===== src/rsa_defs.vh =====
`ifndef RSA_DEFS_VH
`define RSA_DEFS_VH
// Register offsets
`define RSA_ADDR_BACKUP 8'h24
`define RSA_ADDR_LDOSW 8'h25
// Reset values
`define RSA_RST_BACKUP 8'h12
`define RSA_RST_LDOSW 8'ha7
// Writable bits of the backup slot register
`define RSA_MASK_BACKUP 8'h33
// Strobe numbering
`define RSA_STB_FIRST 4'h1
`define RSA_STB_SECOND 4'h2
`define RSA_STB_MAIN_LO 4'h3
`define RSA_STB_PRE_LAST 4'h9
`define RSA_STB_LAST 4'ha
// Timing
`define RSA_CLK_MHZ 25'h0fa
`define RSA_GAP_US 25'h7d0
`define RSA_LATE_STROBE_DELAY_SEL_SHORT_US 25'h7d0
`define RSA_LATE_STROBE_DELAY_SEL_LONG_US 25'h1388
`define RSA_DN_FACTOR 25'h00a
// Sequencer states
`define RSA_ST_IDLE 2'h0
`define RSA_ST_UP 2'h1
`define RSA_ST_DN 2'h2
`endif


===== src/rsa_rail_en.v =====
`timescale 1ns/10ps
`include "rsa_defs.vh"
// One rail enable, driven at its assigned strobe
module rsa_rail_en #(
  parameter [3:0] LO = 4'h3,
  parameter [3:0] HI = 4'ha
) (
  // Clock and reset
  input wire clk_sys_in,
  input wire rst_n_in,
  // Slot field and strobe events
  input wire [3:0] field_in,
  input wire [3:0] strobe_in,
  input wire up_stb_in,
  input wire dn_stb_in,
  input wire keep_on_in,
  // Rail control
  output reg en_out,
  output reg ctl_out
);
  wire in_range;
  wire hit;

  // Field selects a valid strobe
  assign in_range = (field_in >= LO) && (field_in <= HI);
  assign hit = in_range && (field_in == strobe_in);

  // Enable set on power-up, cleared on power-down unless keep_on_in is high
  always @(posedge clk_sys_in) begin
    if (!rst_n_in) begin
      en_out <= 1'b0;
      ctl_out <= 1'b0;
    end else begin
      ctl_out <= in_range;
      if (up_stb_in && hit) begin
        en_out <= 1'b1;
      end else if (dn_stb_in && hit && !keep_on_in) begin
        en_out <= 1'b0;
      end
    end
  end
endmodule // rsa_rail_en


===== src/rsa_seq.v =====
// Contract
// (RULE_01) Backup slot register at 0x24, reset 0x12.
// (RULE_02) LDO and switch slot register at 0x25, reset 0xa7.
// (RULE_03) Backup field 1h enables at strobe 1, 2h at strobe 2.
// (RULE_04) Backup field 0h or 3h: converter enable never driven.
// (RULE_05) Strobes 1 and 2 run only while seal flag reads 0.
// (RULE_06) Once seal broken, backup converters are never disabled.
// (RULE_07) Rail field 3h to Ah enables rail at strobe 3 to 10.
// (RULE_08) Rail field 0h-2h or Bh-Fh leaves rail uncontrolled.
// (RULE_09) Delay between strobes 9 and 10 is 2 ms or 5 ms.
// (RULE_10) Power-down delay multiplier makes power-down gaps ten times.
// (RULE_11) Power-up steps ascending enabling; power-down descending disabling.
// (RULE_12) Reserved bit pairs of backup register read zero, ignore writes.
`timescale 1ns/10ps
`include "rsa_defs.vh"
module rsa_seq #(
  parameter [24:0] GAP_CYC = `RSA_GAP_US * `RSA_CLK_MHZ,
  parameter [24:0] LATE_STROBE_DELAY_SEL_SHORT_CYC = `RSA_LATE_STROBE_DELAY_SEL_SHORT_US * `RSA_CLK_MHZ,
  parameter [24:0] LATE_STROBE_DELAY_SEL_LONG_CYC = `RSA_LATE_STROBE_DELAY_SEL_LONG_US * `RSA_CLK_MHZ
) (
  // Clock and reset
  input wire clk_sys_in,
  input wire rst_n_in,
  // Register access from host port
  input wire [7:0] reg_addr_in,
  input wire [7:0] reg_wdata_in,
  input wire reg_wr_in,
  input wire reg_rd_in,
  output reg [7:0] reg_rdata_out,
  // Sequencer control
  input wire pwr_up_req_in,
  input wire pwr_dn_req_in,
  input wire freshness_seal_flag_in,
  input wire late_strobe_delay_sel_in,
  input wire powerdown_delay_multiplier_in,
  // Sequencer status
  output reg seq_busy_out,
  output reg [3:0] strobe_out,
  // Rail enables and control flags
  output wire backup_converter_a_en_out,
  output wire backup_converter_b_en_out,
  output wire low_voltage_load_switch_en_out,
  output wire general_linear_regulator_en_out,
  output wire backup_converter_a_ctl_out,
  output wire backup_converter_b_ctl_out,
  output wire low_voltage_load_switch_ctl_out,
  output wire general_linear_regulator_ctl_out
);
  reg [7:0] backup_slot_r;
  reg [7:0] ldosw_slot_r;
  reg [1:0] state_r;
  reg [3:0] strb_r;
  reg [24:0] cnt_r;
  reg stb_up_r;
  reg stb_dn_r;
  reg [3:0] stb_num_r;
  reg [24:0] gap_nxt;
  wire [1:0] backup_conv_a_slot;
  wire [1:0] backup_conv_b_slot;
  wire [3:0] low_volt_switch_slot;
  wire [3:0] linear_reg_slot;
  wire last_up;
  wire last_dn;
  wire late_gap;
  wire keep_backup;

  assign backup_conv_a_slot = backup_slot_r[1:0];
  assign backup_conv_b_slot = backup_slot_r[5:4];
  assign low_volt_switch_slot = ldosw_slot_r[7:4];
  assign linear_reg_slot = ldosw_slot_r[3:0];

  // Register writes, reserved pairs held at zero
  always @(posedge clk_sys_in) begin
    if (!rst_n_in) begin
      backup_slot_r <= `RSA_RST_BACKUP; // see RULE_01
      ldosw_slot_r <= `RSA_RST_LDOSW; // see RULE_02
    end else if (reg_wr_in) begin
      if (reg_addr_in == `RSA_ADDR_BACKUP) begin
        backup_slot_r <= reg_wdata_in & `RSA_MASK_BACKUP; // see RULE_12
      end
      if (reg_addr_in == `RSA_ADDR_LDOSW) begin
        ldosw_slot_r <= reg_wdata_in;
      end
    end
  end

  // Registered read data, unmapped reads return zero
  always @(posedge clk_sys_in) begin
    if (!rst_n_in) begin
      reg_rdata_out <= 8'h00;
    end else if (reg_rd_in) begin
      case (reg_addr_in)
        `RSA_ADDR_BACKUP: reg_rdata_out <= backup_slot_r; // see RULE_01
        `RSA_ADDR_LDOSW: reg_rdata_out <= ldosw_slot_r; // see RULE_02
        default: reg_rdata_out <= 8'h00;
      endcase
    end
  end

  // End of sequence, seal skips the backup strobes
  assign last_up = (strb_r == `RSA_STB_LAST);
  assign last_dn = freshness_seal_flag_in ?
    (strb_r == `RSA_STB_MAIN_LO) : (strb_r == `RSA_STB_FIRST); // see RULE_05
  assign late_gap = (state_r == `RSA_ST_UP) ?
    (strb_r == `RSA_STB_PRE_LAST) : (strb_r == `RSA_STB_LAST);

  // Gap to the next strobe
  always @* begin
    gap_nxt = late_gap ?
      (late_strobe_delay_sel_in ? LATE_STROBE_DELAY_SEL_LONG_CYC : LATE_STROBE_DELAY_SEL_SHORT_CYC) :
      GAP_CYC; // see RULE_09
    if (state_r == `RSA_ST_DN && powerdown_delay_multiplier_in) begin
      gap_nxt = gap_nxt * `RSA_DN_FACTOR; // see RULE_10
    end
  end

  // Strobe stepping state machine
  always @(posedge clk_sys_in) begin
    if (!rst_n_in) begin
      state_r <= `RSA_ST_IDLE;
      strb_r <= `RSA_STB_FIRST;
      cnt_r <= 25'h0000000;
      stb_up_r <= 1'b0;
      stb_dn_r <= 1'b0;
      stb_num_r <= 4'h0;
      seq_busy_out <= 1'b0;
      strobe_out <= 4'h0;
    end else begin
      stb_up_r <= 1'b0;
      stb_dn_r <= 1'b0;
      case (state_r)
        `RSA_ST_IDLE: begin
          seq_busy_out <= 1'b0;
          cnt_r <= 25'h0000000;
          if (pwr_up_req_in) begin
            state_r <= `RSA_ST_UP;
            seq_busy_out <= 1'b1;
            strb_r <= freshness_seal_flag_in ?
              `RSA_STB_MAIN_LO : `RSA_STB_FIRST; // see RULE_05
          end else if (pwr_dn_req_in) begin
            state_r <= `RSA_ST_DN;
            seq_busy_out <= 1'b1;
            strb_r <= `RSA_STB_LAST;
          end
        end
        `RSA_ST_UP, `RSA_ST_DN: begin
          if (cnt_r != 25'h0000000) begin
            cnt_r <= cnt_r - 25'h0000001;
          end else begin
            stb_up_r <= (state_r == `RSA_ST_UP); // see RULE_11
            stb_dn_r <= (state_r == `RSA_ST_DN); // see RULE_11
            stb_num_r <= strb_r;
            strobe_out <= strb_r;
            if ((state_r == `RSA_ST_UP) ? last_up : last_dn) begin
              state_r <= `RSA_ST_IDLE;
            end else begin
              cnt_r <= gap_nxt;
              strb_r <= (state_r == `RSA_ST_UP) ?
                strb_r + 4'h1 : strb_r - 4'h1; // see RULE_11
            end
          end
        end
        default: begin
          state_r <= `RSA_ST_IDLE;
        end
      endcase
    end
  end

  // Backup converters stay on once seal is broken
  assign keep_backup = freshness_seal_flag_in; // see RULE_06

  // Backup converters use strobes 1 and 2 only
  rsa_rail_en #(.LO(`RSA_STB_FIRST), .HI(`RSA_STB_SECOND)) u_conv_a (
    .clk_sys_in(clk_sys_in),
    .rst_n_in(rst_n_in),
    .field_in({2'b00, backup_conv_a_slot}), // see RULE_03
    .strobe_in(stb_num_r),
    .up_stb_in(stb_up_r),
    .dn_stb_in(stb_dn_r),
    .keep_on_in(keep_backup), // see RULE_06
    .en_out(backup_converter_a_en_out),
    .ctl_out(backup_converter_a_ctl_out) // see RULE_04
  );
  rsa_rail_en #(.LO(`RSA_STB_FIRST), .HI(`RSA_STB_SECOND)) u_conv_b (
    .clk_sys_in(clk_sys_in),
    .rst_n_in(rst_n_in),
    .field_in({2'b00, backup_conv_b_slot}), // see RULE_03
    .strobe_in(stb_num_r),
    .up_stb_in(stb_up_r),
    .dn_stb_in(stb_dn_r),
    .keep_on_in(keep_backup), // see RULE_06
    .en_out(backup_converter_b_en_out),
    .ctl_out(backup_converter_b_ctl_out) // see RULE_04
  );

  // Load switch and LDO use strobes 3 to 10
  rsa_rail_en #(.LO(`RSA_STB_MAIN_LO), .HI(`RSA_STB_LAST)) u_switch (
    .clk_sys_in(clk_sys_in),
    .rst_n_in(rst_n_in),
    .field_in(low_volt_switch_slot), // see RULE_07
    .strobe_in(stb_num_r),
    .up_stb_in(stb_up_r),
    .dn_stb_in(stb_dn_r),
    .keep_on_in(1'b0),
    .en_out(low_voltage_load_switch_en_out),
    .ctl_out(low_voltage_load_switch_ctl_out) // see RULE_08
  );
  rsa_rail_en #(.LO(`RSA_STB_MAIN_LO), .HI(`RSA_STB_LAST)) u_ldo (
    .clk_sys_in(clk_sys_in),
    .rst_n_in(rst_n_in),
    .field_in(linear_reg_slot), // see RULE_07
    .strobe_in(stb_num_r),
    .up_stb_in(stb_up_r),
    .dn_stb_in(stb_dn_r),
    .keep_on_in(1'b0),
    .en_out(general_linear_regulator_en_out),
    .ctl_out(general_linear_regulator_ctl_out) // see RULE_08
  );
endmodule // rsa_seq


===== config.mk =====
export PLATFORM = sky130hd
export DESIGN_NAME = rsa_seq
export DESIGN_NICKNAME = d
export VERILOG_FILES = /design/src/rsa_rail_en.v /design/src/rsa_seq.v
export VERILOG_INCLUDE_DIRS = /design/src
export SDC_FILE = /design/constraint.sdc
export NUM_CORES = 1
export LEC_CHECK = 0
export ABC_AREA = 1
export BUFFER_PORTS_ARGS = -buffer_cell sky130_fd_sc_hd__buf_2
export CORE_MARGIN = 2
export CORE_UTILIZATION = 50
export DETAILED_ROUTE_END_ITERATION = 8
export PLACE_DENSITY_LB_ADDON = 0.2
export REMOVE_ABC_BUFFERS = 1
export SYNTH_ARGS = -nofsm -noshare
export SYNTH_HDL_FRONTEND = slang
export SYNTH_HIERARCHICAL = 1
export SYNTH_SLANG_ARGS = --single-unit
export TNS_END_PERCENT = 1

===== constraint.sdc =====
create_clock -name clk_sys_in -period 3.9 [get_ports clk_sys_in]
set_input_delay 0 -clock clk_sys_in [delete_from_list [all_inputs] [get_ports clk_sys_in]]
set_output_delay 0 -clock clk_sys_in [all_outputs]
set_load 0.05 [all_outputs]

==> flow_summary_export.csv, run 1 <==
group,metric,value,unit
run_status,status,"completed",
clocking,postCtsSetupRepairBufs,0,
timing,tightestPinTransition,0.559,ns
placed_design,dp_hpwl,7850,um
power_and_ir_drop,power_density,822,nW/um^2
timing,setup_viol,0,
cells_and_area,syn_to_final_growth,16.0,%
floorplan,die_x,95.3,um
grt,grt_pass1_vias,4026,
yosys,synth-seq-area-share,31.7,%
critical_path,worstReg2RegStart,"state_r[0]$_SDFFE_PN0P_",
min_path,whs_endpoint,"reg_rdata_out[7]$_SDFFE_PN0P_",
yosys,syn_area_per_cell,6.24,sq um
routing,drc,0,
power_and_ir_drop,clkPwrFrac,16.2,%
power_and_ir_drop,switching_share,52.1,%
yosys,netlist_area,4170,sq um
grt,antenna_found_initial,0,
clocking,clkLatencyLatePin,0.36,ns
yosys,synth_warnings,6,
yosys,synth_seq_cells,66,
critical_path,endpoint_kind,"register",
floorplan,num_rows,33,
cells_and_area,drive_gt1_share,16.2,%
clocking,htree_levels,3,
power_and_ir_drop,total_power,0.00398,W
yosys,ys_types,35,
cells_and_area,finalNonFillerCells,844,
timing,min_period,2.17,ns
clocking,clk_pin_slew_worst_paths,0.07,ns
critical_path,worstPathRequired,4.19,ns
critical_path,rr_worst_depth,8,
timing,hold_viol,0,
critical_path,reg2reg_to,"cnt_r[9]$_SDFFE_PN0P_",
power_and_ir_drop,peakVddDrop,0.525,mV
routing,drt-vias-per-instance,5.21,
floorplan,io_pins,46,
routing,drt-initial-drc-count,182,
power_and_ir_drop,power.net_switching,0.00207,W
floorplan,die_area,9090,sq um
clocking,cts_hold_buffers,11,
placed_design,dp_cells,817,
routing,ant_nets,0,
clocking,numCtsBuffers,9,
power_and_ir_drop,p_seq_share,24.1,%
clocking,clock_path_buffers,2,
timing,finClkSkew,0.00691,ns
min_path,hold_path_class,"in2reg",
power_and_ir_drop,p_int,0.00190,W
floorplan,fp.coreArea,8130,sq um
routing,via_count,4395,
timing,final_min_period_over_clock_period,55.7,%
floorplan,start_util,51.3,%
critical_path,arrival,2.46,ns
placed_design,io_buffers,45,
min_path,hp-start,"reg_addr_in[1]",
clocking,clock_sinks,66,
timing,timing.fmax,0.461,GHz
grt,grt_usage,25.4,%
grt,grt_max_degree,36,
timing,maxSlewHeadroom,62.4,%
min_path,min_path_cells,4,
clocking,cts_tree,"done",
timing,slew_violations,0,
cells_and_area,final_area,4840,sq um
placed_design,gp_congestion,0.955,
critical_path,cp_max_fo,11,
floorplan,die_h,95.3,um
grt,grt.overflow.total,0,
grt,grt_pass1_wl,18100,um
power_and_ir_drop,p_comb_share,59.7,%
critical_path,reg2reg_slack,1.73,ns
clocking,cts_resized,0,
cells_and_area,finalNetCount,769,
placed_design,place_area,4510,sq um
yosys,synthCells,668,
cells_and_area,antenna_cells,0,
routing,dr.pass1.iters,5,
power_and_ir_drop,p_leak,2.41,nW
critical_path,start_kind,"register",
timing,rsz0062_at_grt,"false",
timing,tns,0,ns
clocking,root_buffer,"clkbuf_8",
job,drv_cap,0,
routing,routedWlPerCell,12.8,um
critical_path,critical_path_class,"reg2reg",
routing,wl,10800,um
-- worst max-delay path by stage --
stage | start | endpoint | slack, ns
2_1_floorplan | state_r[0]$_SDFFE_PN0P_ | cnt_r[6]$_SDFFE_PN0P_ | 2.13
3_3_place_gp | state_r[0]$_SDFFE_PN0P_ | cnt_r[6]$_SDFFE_PN0P_ | 1.90
3_5_place_dp | state_r[0]$_SDFFE_PN0P_ | cnt_r[9]$_SDFFE_PN0P_ | 1.82
4_1_cts | state_r[0]$_SDFFE_PN0P_ | cnt_r[9]$_SDFFE_PN0P_ | 1.76
5_1_grt | state_r[0]$_SDFFE_PN0P_ | cnt_r[6]$_SDFFE_PN0P_ | 1.64
6_report | state_r[0]$_SDFFE_PN0P_ | cnt_r[9]$_SDFFE_PN0P_ | 1.73
-- layout by cell type (no fill, tap or decap), drive strengths merged --
| master | count |
|---|---|
| nand2 | 200 |
| nor2 | 97 |
| inv | 95 |
| dfxtp | 66 |
| nand3 | 53 |
| a21oi | 53 |
| buf | 46 |
| o21ai | 36 |
| nand4 | 18 |
| xor2 | 11 |
| dlygate4sd3 | 11 |
| ha | 10 |
| conb | 10 |
| clkbuf | 9 |
| clkinv | 7 |
| nor3 | 5 |
| xnor2 | 2 |
| nand3b | 2 |
| clkinvlp | 2 |
| bufinv | 2 |
| or2 | 2 |
| nor4 | 1 |
| o21bai | 1 |
-- stage by stage --
stage	hold slack, ns	utilization, %	setup slack [ns]
final	0.00621	59.5	1.73
after global routing	0.0190	59.5	1.64
after CTS	0.00869	59.5	1.76
after detailed placement	0.203	55.4	1.82
after global placement	0.202	55.4	1.90
after floorplan	0.0841	-	2.13
-- state kept, by name, summed over array words and instances, names as in the netlist, 2 cells and up --
register       flops
stb_num_r          4
state_r            2
cnt_r             25
backup_slot_r      4
strb_r             4
reg_rdata_out      8
ldosw_slot_r       8
-- cells by family (layout without fill, tap and decap cells) --
logic type	Yosys count	count (layout)	share of synthesized area (%)
simple gates	378	378	40.5
xor+xnor	13	13	2.73
flops	66	66	31.7
other cells	1	10	0.0899
buf+inv	110	172	10.6
fa+ha+maj	10	10	3.00
compound gates	90	90	11.4
-- area by class of cell --
type / instances / area, sq um
inverters: 99 / 383
clock inverters: 7 / 93.8
well taps: 105 / 131
clock buffers: 9 / 124
multi-input cells: 501 / 2440
flip-flops and latches: 66 / 1320
repair buffers: 57 / 343
fillers: 769 / 3300
-- critical path: stages, from the launching register on --
cell and delay [ns]:
dfxtp_1 0.35, inv_1 0.07, ha_1 0.52, o21ai_1 0.14, nor2_2 0.19, inv_1 0.11, nand2_1 0.35, nand3_1 0.20
a21oi_2 0.17
-- power groups by stage --
stage	registers, W	clock network [W]	logic [W]
after floorplan	0.000997	0	0.00177
after global placement	0.000963	0	0.00228
after detailed placement	0.000967	0	0.00232
after CTS	0.000952	0.000656	0.00234
after global routing	0.000976	0.000691	0.00268
final	0.000957	0.000646	0.00237
-- per-layer routing --
| layer | GRT usage [%] | share of wire (%) |
|---|---|---|
| met1 | 30.3 | 44 |
| met2 | 45.1 | 48 |
| met3 | 5.45 | 5.7 |
| met4 | 8.09 | 2.1 |
| met5 | 0 | 0 |
-- cell usage after synthesis (all sizes together) --
library cell	instances	area [sq um]
nand4	18	113
xor2	11	96.3
nand2	200	798
nand3b	2	15.0
conb	1	3.75
or2	2	12.5
buf	6	40.0
a21oi	53	280
nor2	97	429
clkinv	4	26.3
xnor2	2	17.5
ha	10	125
dfxtp	66	1320
nor3	5	25.0
nor4	1	21.3
o21bai	1	7.51
inv	95	357
o21ai	36	188
nand3	53	275
clkbuf	5	18.8
(Power assumes the default switching activity.)
==> run 2, diff against run 1 <==
Clock period 3.9 ns to 1.99 ns, I/O delays scaled along.
==> flow_summary_export.csv, run 2 (synthesis gave the netlist of run 1 again) <==
group,metric,value,unit
timing,tns,0,ns
routing,drt-initial-drc-count,199,
cells_and_area,finalNetCount,776,
placed_design,gp_congestion,0.932,
timing,setup_viol,0,
floorplan,num_rows,33,
timing,final_min_period_over_clock_period,92.3,%
floorplan,die_x,95.3,um
clocking,root_buffer,"clkbuf_8",
clocking,htree_levels,3,
floorplan,fp.coreArea,8130,sq um
floorplan,start_util,51.3,%
power_and_ir_drop,power_density,1600,nW/um^2
timing,finClkSkew,0.00741,ns
routing,via_count,4313,
min_path,hold_path_class,"in2reg",
cells_and_area,layout_commonest_cell,"nand2_1",
clocking,clock_sinks,66,
cells_and_area,largestRegisters,"cnt_r x25, ldosw_slot_r x8, reg_rdata_out x8",
grt,grt_pass1_vias,3971,
floorplan,die_h,95.3,um
timing,timing.fmax,0.544,GHz
power_and_ir_drop,peakVddDrop,1.14,mV
cells_and_area,seq_area,1320,sq um
grt,grt.overflow.total,0,
placed_design,dp_hpwl,7800,um
timing,whs,0.0232,ns
critical_path,critical_path_class,"reg2reg",
critical_path,start_kind,"register",
power_and_ir_drop,p_leak,2.43,nW
routing,drc,0,
grt,grt_usage,24.7,%
clocking,cts_tree,"done",
cells_and_area,drive_gt1_share,17.0,%
grt,grt_max_degree,31,
cells_and_area,syn_to_final_growth,17.5,%
cells_and_area,antenna_cells,0,
grt,grt_pass1_wl,17600,um
critical_path,cp_max_fo,11,
placed_design,io_buffers,45,
routing,wl,10600,um
critical_path,endpoint_kind,"register",
timing,finalWorstSetupSlack,0.152,ns
floorplan,io_pins,46,
clocking,postCtsSetupRepairBufs,0,
routing,routedWlPerCell,12.5,um
timing,slew_violations,0,
power_and_ir_drop,total_power,0.00782,W
timing,maxSlewHeadroom,62.1,%
timing,min_period,1.84,ns
timing,hold_viol,0,
critical_path,worstPathRequired,2.27,ns
clocking,clk_pin_slew_worst_paths,0.07,ns
clocking,numCtsBuffers,9,
critical_path,worstPathCellList,"inv_1 -> ha_1 -> inv_2 -> nand3_1 -> nor2_1 -> nor2_2 -> inv_1 -> nand2_2 -> nand3_1 -> a21oi_2",
cells_and_area,fillerInstances,761,
routing,dr.pass1.iters,5,
floorplan,die_area,9090,sq um
timing,rsz0062_at_grt,"false",
grt,antenna_found_initial,0,
cells_and_area,multi_input_area,2480,sq um
placed_design,place_ws,0.0500,ns
cells_and_area,regMostFlops,"cnt_r",
clocking,clock_path_buffers,2,
timing,tightestPinTransition,0.564,ns
routing,drt-vias-per-instance,5.07,
run_status,status,"completed",
cells_and_area,most-common-layout-cells,"nand2_1 (190), nor2_1 (79), inv_1 (76)",
critical_path,slowest_stage,"dfxtp_1",
clocking,clkLatencyLatePin,0.35,ns
critical_path,cp_slowest_stage_delay,0.31,ns
cells_and_area,largest_register_ffs,25,
routing,ant_nets,0,
job,drv_cap,0,
critical_path,arrival,2.12,ns
[run 2: final cells by class]
class	instances	share of cell area (%)
multi-input combinational	501	50.7
clock inverter	3	0.817
tap	105	2.68
inverter	99	7.86
timing repair buffer	64	8.12
clock buffer	13	2.83
sequential	66	27.0
[run 2: worst paths after layout]
kind | startpoint | end | slack (ns) | depth (start not counted)
setup / recovery | state_r[1]$_SDFFE_PN0P_ | cnt_r[6]$_SDFFE_PN0P_ | 0.15 | 10
hold / removal | reg_wr_in | ldosw_slot_r[3]$_SDFFE_PN0P_ | 0.02 | 4
setup reg to reg | state_r[1]$_SDFFE_PN0P_ | cnt_r[6]$_SDFFE_PN0P_ | 0.15 | 10
hold reg to reg | cnt_r[0]$_SDFFE_PN0P_ | cnt_r[0]$_SDFFE_PN0P_ | 0.45 | 1
[run 2: worst max-delay path: cells and delay by family, from the launching register on]
family          cells  cell delay [ns]
fa+ha+maj           1             0.28
buf+inv             3             0.31
flops               1             0.31
simple gates        5             0.72
compound gates      1             0.14
[run 2: metal layers]
| metal | routed length [um] | global-route usage (%) | vias to the layer above |
|---|---|---|---|
| met5 | 0 | 0 | - |
| met4 | 233 | 11.1 | 0 |
| met3 | 611 | 3.72 | 20 |
| met2 | 5090 | 43.7 | 136 |
| met1 | 4700 | 29.4 | 1911 |
| li1 | - | - | 2246 |
[run 2: per-stage QoR]
stage	cell area (sq um)	instances	util (%)
2_1_floorplan	4150	666	-
3_3_place_gp	4550	823	56.0
3_5_place_dp	4550	823	56.0
4_1_cts	4850	851	59.7
5_1_grt	4900	851	60.3
6_report	4900	851	60.3
[run 2: power by group]
part / internal, W / total (W) / switching, W
logic: 0.00160 / 0.00487 / 0.00326
clock network: 0.000577 / 0.00109 / 0.000508
registers: 0.00157 / 0.00187 / 0.000295
total: 0.00375 / 0.00782 / 0.00407
[run 2: timing repair]
| action | in CTS | in global routing |
|---|---|---|
| endpoints found under the setup margin | 0 | 22 |
| hold buffers | 12 | 0 |
| hold endpoints to repair | 18 | 0 |
| gates resized for setup | 0 | 10 |
==> run 3, diff against run 2 <==
Settings changed: CELL_PAD_IN_SITES_DETAIL_PLACEMENT from default to 0, CELL_PAD_IN_SITES_GLOBAL_PLACEMENT from default to 1, CORE_UTILIZATION 50 to 37, SLEW_MARGIN from default to 15.
==> flow_summary_export.csv, run 3 (synthesis gave the netlist of run 1 again) <==
group,metric,value,unit
clocking,clock_path_buffers,2,
routing,wl_met2,5270,um
power_and_ir_drop,total_power,0.00810,W
job,drv_cap,0,
cells_and_area,regMostFlops,"cnt_r",
routing,via_count,4227,
floorplan,die_area,12100,sq um
critical_path,worstPathRequired,2.25,ns
clocking,htree_levels,3,
critical_path,cp_slowest_stage_delay,0.35,ns
clocking,root_buffer,"clkbuf_16",
grt,grt_usage,19.6,%
cells_and_area,final_area,4990,sq um
clocking,clkLatencyLatePin,0.33,ns
cells_and_area,drive_gt1_share,16.8,%
clocking,postCtsSetupRepairBufs,0,
routing,routedWlPerCell,12.7,um
power_and_ir_drop,peakVddDrop,0.880,mV
timing,tightestPinTransition,0.563,ns
cells_and_area,syn_to_final_growth,19.7,%
timing,timing.fmax,0.547,GHz
floorplan,die_h,110,um
critical_path,critical_path_class,"reg2reg",
timing,min_period,1.83,ns
floorplan,start_util,38.1,%
timing,rsz0062_at_grt,"false",
critical_path,cp_max_fo,6,
critical_path,start_kind,"register",
floorplan,fp.coreArea,10900,sq um
cells_and_area,largestRegisters,"cnt_r x25, ldosw_slot_r x8, reg_rdata_out x8",
placed_design,gp_congestion,0.861,
cells_and_area,finalNetCount,772,
clocking,clk_pin_slew_worst_paths,0.05,ns
timing,slew_violations,0,
critical_path,slowest_stage,"dfxtp_1",
timing,setup_viol,0,
routing,wl_met1,5280,um
cells_and_area,most-common-layout-cells,"nand2_1 (189), nor2_1 (79), inv_1 (76)",
routing,wl_met3,474,um
power_and_ir_drop,power_density,1620,nW/um^2
clocking,cts_tree,"done",
timing,whs,0.0142,ns
min_path,hold_path_class,"in2reg",
cells_and_area,fillerInstances,1182,
placed_design,place_area,4600,sq um
critical_path,endpoint_kind,"register",
floorplan,io_pins,46,
grt,grt_pass1_wl,18400,um
timing,finClkSkew,0.00517,ns
cells_and_area,largest_register_ffs,25,
routing,top_layer,"met4",
timing,hold_viol,0,
clocking,clock_sinks,66,
grt,antenna_found_initial,0,
run_status,status,"completed",
routing,drt-vias-per-instance,4.79,
clocking,numCtsBuffers,9,
timing,final_min_period_over_clock_period,91.9,%
grt,grt_max_degree,30,
routing,drt-initial-drc-count,250,
routing,ant_nets,0,
routing,wl,11200,um
cells_and_area,fin_util,45.7,%
placed_design,io_buffers,45,
routing,drc,0,
cells_and_area,antenna_cells,0,
grt,grt_pass1_vias,3867,
floorplan,num_rows,38,
cells_and_area,layout_commonest_cell,"nand2_1",
routing,dr.pass1.iters,5,
critical_path,arrival,2.09,ns
floorplan,die_x,110,um
timing,maxSlewHeadroom,62.2,%
power_and_ir_drop,p_leak,2.46,nW
critical_path,worstPathCellList,"inv_1 -> ha_2 -> inv_2 -> nand2_1 -> o21ai_2 -> nand2_2 -> inv_2 -> nand2_1 -> o21ai_4 -> nand3_1 -> a21oi_1",
grt,grt.overflow.total,0,
placed_design,dp_hpwl,8450,um
## run 3: cell types whose count changed in the layout (fill, tap and decap cells not counted), sizes merged
| cell | previous run | this run |
|---|---|---|
| inv | 96 | 95 |
| bufinv | 1 | 0 |
| buf | 52 | 50 |
| dlygate4sd3 | 12 | 10 |
| clkinv | 5 | 7 |
## run 3: layout make-up
type                    instances  area, sq um  area share [%]
multi-input cells             501         2460            49.4
flip-flops and latches         66         1320            26.5
inverters                      99          390            7.82
repair buffers                 60          375            7.52
clock buffers                  13          250            5.01
well taps                     140          175            3.51
clock inverters                 3         15.0           0.301
## run 3: path summary, 6_finish.rpt
| kind | to | depth (start not counted) | slack [ns] | startpoint |
|---|---|---|---|---|
| max | cnt_r[23]$_SDFFE_PN0P_ | 11 | 0.16 | state_r[1]$_SDFFE_PN0P_ |
| min | reg_rdata_out[2]$_SDFFE_PN0P_ | 3 | 0.01 | reg_rd_in |
| max reg2reg | cnt_r[23]$_SDFFE_PN0P_ | 11 | 0.16 | state_r[1]$_SDFFE_PN0P_ |
| min reg2reg | cnt_r[0]$_SDFFE_PN0P_ | 1 | 0.45 | cnt_r[0]$_SDFFE_PN0P_ |
## run 3: power breakdown
part / internal, W / switching [W] / total, W / leakage [nW]
clock network: 0.000871 / 0.000569 / 0.00144 / 0.133
logic: 0.00155 / 0.00323 / 0.00479 / 1.79
registers: 0.00157 / 0.000303 / 0.00188 / 0.538
total: 0.00399 / 0.00411 / 0.00810 / 2.46
## run 3: worst max-delay path, delay by kind of cell (launching register included)
kind                     cells  cell delay (ns)
AND/OR/NAND/NOR              4             0.43
AO/OA/AOI/OAI                3             0.45
flip-flops                   1             0.35
adder cells (fa/ha/maj)      1             0.21
buffers and inverters        3             0.31
## run 3: what timing repair did
| item | in CTS | in global routing |
|---|---|---|
| hold buffers | 10 | 0 |
| setup endpoints to repair | 4 | 20 |
| pin swaps | 0 | 1 |
| endpoints found under the hold margin | 14 | 0 |
| resized for setup | 2 | 6 |
## run 3: layer usage
layer | vias up | global-route usage [%]
li1 | 2245 | -
met1 | 1871 | 23.9
met2 | 95 | 34.0
met3 | 16 | 4.00
met4 | 0 | 7.41
met5 | - | 0
## run 3: metrics by stage
step	setup slack, ns	cells	setup TNS (ns)
global placement	0.00175	856	0
floorplan	0.217	666	0
detailed placement	-0.0613	856	-0.117
global route	0.0394	882	0
CTS	0.0386	882	0
finish	0.161	882	0
